File: src/verilog/smb_pkg.sv
// Constants, types and reset values for the startup and back-bias block
package smb_pkg;

    ////////////////////////////////////////////////////////////////////////
    localparam int CLK_PERIOD_NS = 25;
    localparam int CNT_W         = 13;
    typedef logic [CNT_W-1:0] smb_cnt_t;

    // Times in ns, counts in sys_clk cycles, rounded up
    localparam int NORM_RST_NS = 10000;
    localparam int HARV_RST_NS = 100000;
    localparam int CHARGE_NS   = 50000;
    localparam smb_cnt_t NORM_RST_CYC =
        smb_cnt_t'((NORM_RST_NS + CLK_PERIOD_NS - 1) / CLK_PERIOD_NS);
    localparam smb_cnt_t HARV_RST_CYC =
        smb_cnt_t'((HARV_RST_NS + CLK_PERIOD_NS - 1) / CLK_PERIOD_NS);
    localparam smb_cnt_t CHARGE_CYC =
        smb_cnt_t'((CHARGE_NS + CLK_PERIOD_NS - 1) / CLK_PERIOD_NS);
    // Three stages, the agree stage and the sampling edge; fewer reads the reset level
    localparam smb_cnt_t SYNC_FILL_CYC = smb_cnt_t'(5);

    ////////////////////////////////////////////////////////////////////////
    typedef enum logic [1:0] {
        ST_SYNC = 2'b00,
        ST_IRST = 2'b01,
        ST_RUN  = 2'b10
    } smb_top_state_t;

    typedef enum logic [1:0] {
        MODE_NORMAL  = 2'b00,
        MODE_HARVEST = 2'b01,
        MODE_SERIAL  = 2'b10
    } smb_mode_t;

    typedef enum logic [1:0] {
        BS_IDLE   = 2'b00,
        BS_CHARGE = 2'b01,
        BS_READY  = 2'b10
    } smb_bias_state_t;

    ////////////////////////////////////////////////////////////////////////
    typedef struct packed {
        smb_top_state_t state;
        smb_mode_t      mode;
        smb_cnt_t       cnt;
        logic [2:0]     boot_sync;
        logic [2:0]     harv_sync;
        logic [2:0]     dbg_sync;
        logic           boot_lvl;
        logic           harv_lvl;
        logic           dbg_lvl;
        logic           bias_en;
        logic           bias_start;
        logic           bias_abort;
        logic           bias_done;
        logic           charge_en;
        logic           int_reset;
        logic           serial_boot;
        logic           flash_exec;
        logic           serial_if_en;
        logic           pins_general;
        logic           dbg_accept;
        logic           low_leak_grant;
    } smb_top_t;

    localparam smb_top_t SMB_TOP_RST = '{
        state: ST_SYNC, mode: MODE_NORMAL, cnt: smb_cnt_t'(0),
        boot_sync: 3'h7, harv_sync: 3'h0, dbg_sync: 3'h0,
        boot_lvl: 1'h1, harv_lvl: 1'h0, dbg_lvl: 1'h0,
        bias_en: 1'h0, bias_start: 1'h0, bias_abort: 1'h0,
        bias_done: 1'h0, charge_en: 1'h0, int_reset: 1'h1,
        serial_boot: 1'h0, flash_exec: 1'h0, serial_if_en: 1'h0,
        pins_general: 1'h0, dbg_accept: 1'h0, low_leak_grant: 1'h0
    };

    typedef struct packed {
        smb_bias_state_t state;
        smb_cnt_t        cnt;
        logic            charging;
        logic            done;
    } smb_bias_t;

    localparam smb_bias_t SMB_BIAS_RST = '{
        state: BS_IDLE, cnt: smb_cnt_t'(0), charging: 1'h0, done: 1'h0
    };

endpackage

File: src/verilog/smb_bias_if.sv
// Link between the startup controller and the back-bias sequencer
`timescale 1ns/100ps
interface smb_bias_if;
    logic ce;
    logic start;
    logic abort;
    logic charging;
    logic done;

    modport ctrl (output ce, output start, output abort,
                  input charging, input done);
    modport seq  (input ce, input start, input abort,
                  output charging, output done);
endinterface

File: src/verilog/smb_bias_seq.sv
// Back-bias initial setup sequencer: capacitor charge timing
`timescale 1ns/100ps
module smb_bias_seq
    import smb_pkg::*;
(
    // Clock and reset
    input wire logic sys_clk,
    input wire logic reset,
    // Controller link
    smb_bias_if.seq  bias
);

    smb_bias_t r_reg;
    smb_bias_t r_next;

    ////////////////////////////////////////////////////////////////////////
    always_comb
    begin
        r_next = r_reg;
        unique case (r_reg.state)
            BS_IDLE:
            begin
                if (bias.start)
                begin
                    r_next.state    = BS_CHARGE;
                    r_next.cnt      = smb_cnt_t'(0);
                    r_next.charging = 1'b1;
                end
            end
            BS_CHARGE:
            begin
                // Completion beats a disable in the same cycle
                if (r_reg.cnt == CHARGE_CYC - smb_cnt_t'(1))
                begin
                    r_next.state    = BS_READY;
                    r_next.done     = 1'b1;
                    r_next.charging = 1'b0;
                end
                else if (bias.abort)
                begin
                    r_next.state    = BS_IDLE;
                    r_next.charging = 1'b0;
                end
                else
                begin
                    r_next.cnt = r_reg.cnt + smb_cnt_t'(1);
                end
            end
            BS_READY:
            begin
                if (bias.abort)
                begin
                    r_next.state = BS_IDLE;
                    r_next.done  = 1'b0;
                end
            end
            default:
            begin
                r_next = SMB_BIAS_RST;
            end
        endcase
    end

    always_ff @(posedge sys_clk)
    begin
        if (reset)
            r_reg <= SMB_BIAS_RST;
        else if (bias.ce)
            r_reg <= r_next;
    end

    assign bias.charging = r_reg.charging;
    assign bias.done     = r_reg.done;

    ////////////////////////////////////////////////////////////////////////
    chk_start_charges: assert property (
        @(posedge sys_clk) disable iff (reset)
        (bias.ce && bias.start && r_reg.state == BS_IDLE)
            |=> (bias.charging && r_reg.cnt == smb_cnt_t'(0)))
        else $error("start did not begin capacitor charge");

    chk_done_on_time: assert property (
        @(posedge sys_clk) disable iff (reset)
        (bias.ce && r_reg.state == BS_CHARGE
            && r_reg.cnt == CHARGE_CYC - smb_cnt_t'(1))
            |=> (bias.done && !bias.charging))
        else $error("setup done flag not set at charge end");

endmodule

File: src/verilog/smb_startup_ctrl.sv
// Startup mode selection and back-bias setup control, top level
// What this block does
// - Boot pin low at reset release selects serial boot, harvest pin ignored.
// - Boot pin high at release starts normal or harvest mode from flash.
// - With boot pin high, harvest pin low means normal, high means harvest.
// - Serial boot runs the internal boot program and enables the serial port.
// - Normal and harvest modes free every pin for general use.
// - Debug mode accepts external control through the debug wire link.
// - Normal startup leaves the back-bias controller off until software acts.
// - Writing enable 1 starts back-bias setup, charging the external capacitor.
// - Setup completion sets the back-bias setup-done flag.
// - Low leakage entry is granted only if setup-done read 1 in the cycle before.
// - Harvest startup completes back-bias setup inside internal reset.
// - Harvest internal reset period is longer than the normal one.
`timescale 1ns/100ps
module smb_startup_ctrl
    import smb_pkg::*;
(
    // Clock, reset, enable
    input  wire logic sys_clk,
    input  wire logic reset,
    input  wire logic ce,
    // Board pins
    input  wire logic boot_mode_select_pin,
    input  wire logic harvest_mode_select_pin,
    input  wire logic swd_attach_pin,
    // Software control
    input  wire logic bias_enable_wr,
    input  wire logic bias_enable_data,
    input  wire logic low_leak_req,
    // Software status
    output logic      back_bias_enable_bit,
    output logic      back_bias_setup_done_flag,
    output logic      low_leak_grant,
    // Back-bias capacitor charge drive
    output logic      back_bias_charge_en,
    // Startup outputs
    output logic      internal_reset,
    output logic      serial_boot_mode,
    output logic      flash_exec_en,
    output logic      serial_if_en,
    output logic      pins_general_en,
    output logic      debug_accept
);

    smb_top_t   r_reg;
    smb_top_t   r_next;
    smb_cnt_t   irst_limit;
    smb_bias_if bias ();

    ////////////////////////////////////////////////////////////////////////
    // Harvest waits longer so the capacitor charges during reset
    assign irst_limit = (r_reg.mode == MODE_HARVEST) ? HARV_RST_CYC
                                                     : NORM_RST_CYC;

    always_comb
    begin
        r_next            = r_reg;
        r_next.bias_start = 1'b0;
        r_next.bias_abort = 1'b0;
        r_next.boot_sync  = {r_reg.boot_sync[1:0], boot_mode_select_pin};
        r_next.harv_sync  = {r_reg.harv_sync[1:0], harvest_mode_select_pin};
        r_next.dbg_sync   = {r_reg.dbg_sync[1:0], swd_attach_pin};
        // Level accepted only once second and third stages agree
        if (r_reg.boot_sync[2] == r_reg.boot_sync[1])
            r_next.boot_lvl = r_reg.boot_sync[2];
        if (r_reg.harv_sync[2] == r_reg.harv_sync[1])
            r_next.harv_lvl = r_reg.harv_sync[2];
        if (r_reg.dbg_sync[2] == r_reg.dbg_sync[1])
            r_next.dbg_lvl = r_reg.dbg_sync[2];
        r_next.bias_done = bias.done;
        r_next.charge_en = bias.charging;
        unique case (r_reg.state)
            ST_SYNC:
            begin
                r_next.cnt = r_reg.cnt + smb_cnt_t'(1);
                // Pins must be stable across release for this sample
                if (r_reg.cnt == SYNC_FILL_CYC - smb_cnt_t'(1))
                begin
                    r_next.state = ST_IRST;
                    r_next.cnt   = smb_cnt_t'(0);
                    if (!r_reg.boot_lvl)
                        r_next.mode = MODE_SERIAL;
                    else if (r_reg.harv_lvl)
                    begin
                        r_next.mode       = MODE_HARVEST;
                        r_next.bias_en    = 1'b1;
                        r_next.bias_start = 1'b1;
                    end
                    else
                        r_next.mode = MODE_NORMAL;
                end
            end
            ST_IRST:
            begin
                r_next.cnt = r_reg.cnt + smb_cnt_t'(1);
                if (r_reg.cnt >= irst_limit - smb_cnt_t'(1)
                    && (r_reg.mode != MODE_HARVEST || r_reg.bias_done))
                begin
                    r_next.state        = ST_RUN;
                    r_next.int_reset    = 1'b0;
                    r_next.serial_boot  = (r_reg.mode == MODE_SERIAL);
                    r_next.serial_if_en = (r_reg.mode == MODE_SERIAL);
                    r_next.flash_exec   = (r_reg.mode != MODE_SERIAL);
                    r_next.pins_general = (r_reg.mode != MODE_SERIAL);
                end
            end
            ST_RUN:
            begin
                // Mode stays frozen here until the next reset
                if (bias_enable_wr)
                begin
                    r_next.bias_en    = bias_enable_data;
                    r_next.bias_start = bias_enable_data && !r_reg.bias_en;
                    r_next.bias_abort = !bias_enable_data && r_reg.bias_en;
                end
                r_next.dbg_accept     = r_reg.dbg_lvl;
                r_next.low_leak_grant = low_leak_req && r_reg.bias_done;
            end
            default:
            begin
                r_next = SMB_TOP_RST;
            end
        endcase
    end

    always_ff @(posedge sys_clk)
    begin
        if (reset)
            r_reg <= SMB_TOP_RST;
        else if (ce)
            r_reg <= r_next;
    end

    ////////////////////////////////////////////////////////////////////////
    assign bias.ce    = ce;
    assign bias.start = r_reg.bias_start;
    assign bias.abort = r_reg.bias_abort;

    smb_bias_seq u_bias_seq (
        .sys_clk (sys_clk),
        .reset   (reset),
        .bias    (bias.seq)
    );

    assign back_bias_enable_bit      = r_reg.bias_en;
    assign back_bias_setup_done_flag = r_reg.bias_done;
    assign low_leak_grant            = r_reg.low_leak_grant;
    assign back_bias_charge_en       = r_reg.charge_en;
    assign internal_reset            = r_reg.int_reset;
    assign serial_boot_mode          = r_reg.serial_boot;
    assign flash_exec_en             = r_reg.flash_exec;
    assign serial_if_en              = r_reg.serial_if_en;
    assign pins_general_en           = r_reg.pins_general;
    assign debug_accept              = r_reg.dbg_accept;

    ////////////////////////////////////////////////////////////////////////
    chk_serial_select: assert property (
        @(posedge sys_clk) disable iff (reset)
        (ce && r_reg.state == ST_SYNC && !r_reg.boot_lvl
            && r_reg.cnt == SYNC_FILL_CYC - smb_cnt_t'(1))
            |=> (r_reg.mode == MODE_SERIAL))
        else $error("boot pin low did not select serial boot");

    chk_flash_start: assert property (
        @(posedge sys_clk) disable iff (reset)
        (r_reg.state == ST_RUN)
            |-> (flash_exec_en == (r_reg.mode != MODE_SERIAL)
                 && serial_boot_mode == (r_reg.mode == MODE_SERIAL)))
        else $error("flash execution does not match mode");

    chk_harvest_pick: assert property (
        @(posedge sys_clk) disable iff (reset)
        (ce && r_reg.state == ST_SYNC && r_reg.boot_lvl
            && r_reg.cnt == SYNC_FILL_CYC - smb_cnt_t'(1))
            |=> (r_reg.mode == ($past(r_reg.harv_lvl) ? MODE_HARVEST
                                                       : MODE_NORMAL)))
        else $error("harvest pin sampled wrongly");

    chk_serial_port_on: assert property (
        @(posedge sys_clk) disable iff (reset)
        (r_reg.state == ST_RUN)
            |-> (serial_if_en == (r_reg.mode == MODE_SERIAL)))
        else $error("serial port enable does not match mode");

    chk_pins_general: assert property (
        @(posedge sys_clk) disable iff (reset)
        (r_reg.state == ST_RUN && r_reg.mode != MODE_SERIAL)
            |-> pins_general_en)
        else $error("pins not released for general use");

    chk_debug_accept: assert property (
        @(posedge sys_clk) disable iff (reset)
        (ce && r_reg.state == ST_RUN && r_reg.dbg_lvl) |=> debug_accept)
        else $error("debug attach not accepted");

    chk_bias_off_normal: assert property (
        @(posedge sys_clk) disable iff (reset)
        ($rose(r_reg.state == ST_RUN) && r_reg.mode != MODE_HARVEST)
            |-> (!back_bias_enable_bit && !back_bias_setup_done_flag))
        else $error("back bias active after non-harvest startup");

    chk_grant_gate: assert property (
        @(posedge sys_clk) disable iff (reset)
        low_leak_grant |-> $past(r_reg.bias_done))
        else $error("low leakage granted before setup done");

    chk_harvest_ready: assert property (
        @(posedge sys_clk) disable iff (reset)
        ($rose(r_reg.state == ST_RUN) && r_reg.mode == MODE_HARVEST)
            |-> (back_bias_enable_bit && back_bias_setup_done_flag))
        else $error("harvest release without completed setup");

    chk_irst_length: assert property (
        @(posedge sys_clk) disable iff (reset)
        $fell(internal_reset)
            |-> ($past(r_reg.cnt) >= ((r_reg.mode == MODE_HARVEST)
                 ? HARV_RST_CYC : NORM_RST_CYC) - smb_cnt_t'(1)))
        else $error("internal reset period too short");

    chk_mode_hold: assert property (
        @(posedge sys_clk) disable iff (reset)
        (r_reg.state == ST_RUN) |=> (r_reg.state == ST_RUN && $stable(r_reg.mode)))
        else $error("startup mode changed after release");

endmodule
File: config.mk
export PLATFORM = sky130hd
export DESIGN_NAME = smb_startup_ctrl
export DESIGN_NICKNAME = d
export VERILOG_FILES = /design/src/verilog/smb_pkg.sv /design/src/verilog/smb_bias_if.sv /design/src/verilog/smb_bias_seq.sv /design/src/verilog/smb_startup_ctrl.sv
export SDC_FILE = /design/constraint.sdc
export NUM_CORES = 1
export LEC_CHECK = 0
export ABC_AREA = 1
export BUFFER_PORTS_ARGS = -buffer_cell sky130_fd_sc_hd__buf_2
export CAP_MARGIN = 10
export CORE_AREA = 8 8 99 101
export CTS_BUF_LIST = sky130_fd_sc_hd__clkbuf_4
export CTS_CLUSTER_DIAMETER = 100
export DETAILED_ROUTE_END_ITERATION = 10
export DIE_AREA = 0 0 107 109
export GPL_ROUTABILITY_DRIVEN = 1
export GPL_TIMING_DRIVEN = 0
export PLACE_DENSITY = 0.65
export SLEW_MARGIN = 10
export SYNTH_ARGS = -nofsm -noshare
export SYNTH_HDL_FRONTEND = slang
export SYNTH_SLANG_ARGS = --single-unit
File: constraint.sdc
create_clock -name sys_clk -period 2.4 [get_ports sys_clk]
set_input_delay 0.48 -clock sys_clk [delete_from_list [all_inputs] [get_ports sys_clk]]
set_output_delay 0.48 -clock sys_clk [all_outputs]
set_load 0.02 [all_outputs]
==> run summary <==
Clock Skews: 0.01280 ns
Number of port buffers: 17
Pre-Repair DR Iteration Count: 4
Tot GR Track Use: 12.43%
Max reg flops: 29
Clock transition at path regs: 0.17 ns
Design area: 3485 um2
Clock latency on the worst-skew pair: 0.38 ns
Starting Density: 38.22%
Sink Count: 56
Layout cells sized above 1: 17.83%
# Max-Cap Violations: 0
Final wirelength: 6.937 mm
Crit Path Class: reg2reg
Final-report max-slew violation count: 0
Worst hold path type: in2reg
First DRT Iteration DRCs: 90
Vias in the first global route: 2692
Antenna-violating nets left: 0
Net Count, Synth: 466
Worst EP required: 2.68 ns
Sequential area share after synthesis: 35.00%
Initial antenna violation count: 0
Util after Layout: 41.58%
Mapped Avg Cell Area: 7.182 um2
Setup bufs post-CTS: 0
Worst Hold Launch: boot_mode_select_pin
Setup TNS Final: 0 ns
Layout area overhead: 8.789%
Setup violators final: 0
RSZ-0062 raised after global routing: false
Startpoint types: register
EDFF count, synth: 0
Max frequency: 504.4 MHz
Pin count of the biggest net entering global routing: 18
Finished Layout Cells: 579
Arr. time, crit path: 2.26 ns
Period utilization: 82.61%
Placed cells: 571
Std-Cell Rows: 34
Wire length per cell: 11.98 um
CTS Root Cell: clkbuf_4
Most common cell in the netlist: nand2_1
Die W: 107 um
GRT Residual Overflow: 0
Via count: 2841
Top_reg_cell synth: dfxtp_1
DIE HEIGHT: 109 um
Max-slew headroom: 62.77%
VDD IR max: 0.2165 mV
Max H-tree Level: 2
Antenna fix cells: 0
Ys Warns: 0
Slew @ Worst Pin: 0.5584 ns
Yosys top cell area share: 35.00%
CP startpoint: r_reg[38]
Max Root-Sink Buffers: 2
RePlAce Congestion: 0.8982
Global-route wire length before repair: 12.10 mm
CTS Buf Count: 5
Die area: 11660 um2
Detailed-route vias per instance: 4.907
Hold Buf Count CTS: 0
Core Box Area: 8381 um2
Synth Register Bits: 56
Minimum clock period: 1.983 ns
Pre-CTS WS: 0.4277 ns
Status: complete, no violations
Static leakage: 1.324 nW
Pwr dens: 429.4 nW/um2
Top cell type by total area after synthesis: dfxtp_1
Nets: 490
CTS resizes: 0
Syn Inst Count: 446
Leading cell types by count after synthesis: nand2_1 (88), dfxtp_1 (56), inv_1 (47)
Post-synthesis async set-or-reset flop share: 0%
Syn Std Cell Area: 3203 um2
Worst Setup End Kind: register
# IOs: 19
Final hold vios: 0
R2R Path Start: r_reg[38]
Area after DPL: 3423 um2
Ranking of synthesized cells by area: dfxtp_1 (35%), nand2_1 (10%), inv_1 (5.5%), nand3_1 (5.2%), nor2_1 (5.2%)
Hpwl dp: 5.363 mm
Unique masters post-synth: 40
DR DRC count: 0
CTS tree: yes
Final WS setup: 0.4173 ns
Max FO, Critical Path: 6
# fillers: 876
[routing by layer]
layer	part of all wire, %	vias to the layer above	GRT usage (%)	routed length (um)
met2	46	44	20.52	3192
met1	50	1289	16.44	3452
met5	0	-	0	0
li1	-	1501	-	-
met3	3.5	7	2.305	244
met4	0.68	0	2.814	47
[layout by cell type, fill, tap and decap left out, drive strengths merged]
master	Yosys	final
nand2	102	102
nor2	64	64
dfxtp	56	56
inv	51	51
nand3	36	36
a21oi	35	35
buf	10	27
nor3	19	19
o21ai	18	18
xor2	13	13
ha	11	11
clkbuf	3	9
nand4	8	8
xnor2	3	3
o22ai	3	3
a31oi	3	3
o21bai	2	2
nand3b	2	2
a211oi	2	2
or2	1	1
nor4	1	1
o221ai	1	1
a21boi	1	1
o21a	1	1
clkinvlp	0	1
clkinv	0	1
[stage by stage]
step                      hold WS [ns]  total power [mW]
after floorplan                 0.4389             1.049
after global placement          0.4401             1.079
after detailed placement        0.4426             1.081
after CTS                       0.3010             1.517
after global routing            0.3077             1.568
final                           0.3148             1.496
[path summary, 6_finish.rpt]
path,to,slack (ns),cells after the start
worst max-delay path,internal_reset,0.42,14
worst max register to register,internal_reset,0.42,14
worst min-delay path,r_reg[21],0.31,3
worst min register to register,r_reg[13],0.47,2
[area by class of cell]
class / instances / area [um2] / area share, %
Tap cell: 108 / 135.1 / 3.878
Sequential cell: 56 / 1121 / 32.17
Multi-Input combinational cell: 326 / 1795 / 51.53
Inverter: 51 / 196.4 / 5.637
Timing Repair Buffer: 17 / 85.08 / 2.442
Buffer: 13 / 90.09 / 2.585
Clock buffer: 6 / 45.04 / 1.293
Clock inverter: 2 / 16.27 / 0.4668
[kinds of logic (layout without fill, tap and decap cells)]
logic type	after synthesis	after routing	share of synthesized area, %
AND/OR/NAND/NOR	233	233	34.84
flip-flops	56	56	35.00
XOR/XNOR	16	16	4.375
AO/OA/AOI/OAI	66	66	12.54
adder cells (fa/ha/maj)	11	11	4.297
buffers and inverters	64	89	8.945
[report_power, final]
group / switching (mW) / internal (mW) / leakage, nW
clock: 0.305 / 0.129 / 0.0319
sequential: 0.0113 / 0.943 / 0.453
combinational: 0.0727 / 0.0356 / 0.839
total: 0.389 / 1.11 / 1.32
[critical path: stages (launching register included)]
cell     delay (ns)
dfxtp_1        0.33
inv_1          0.09
nand2_1        0.17
ha_1           0.39
inv_1          0.05
nor2_1         0.08
nand2_1        0.08
nor2_1         0.09
nand2_1        0.06
nand3_1        0.09
nand2_1        0.07
nand2_1        0.16
nand2_1        0.10
nand2_1        0.07
nand3_1        0.05
Power figures use the tool's default switching activity.
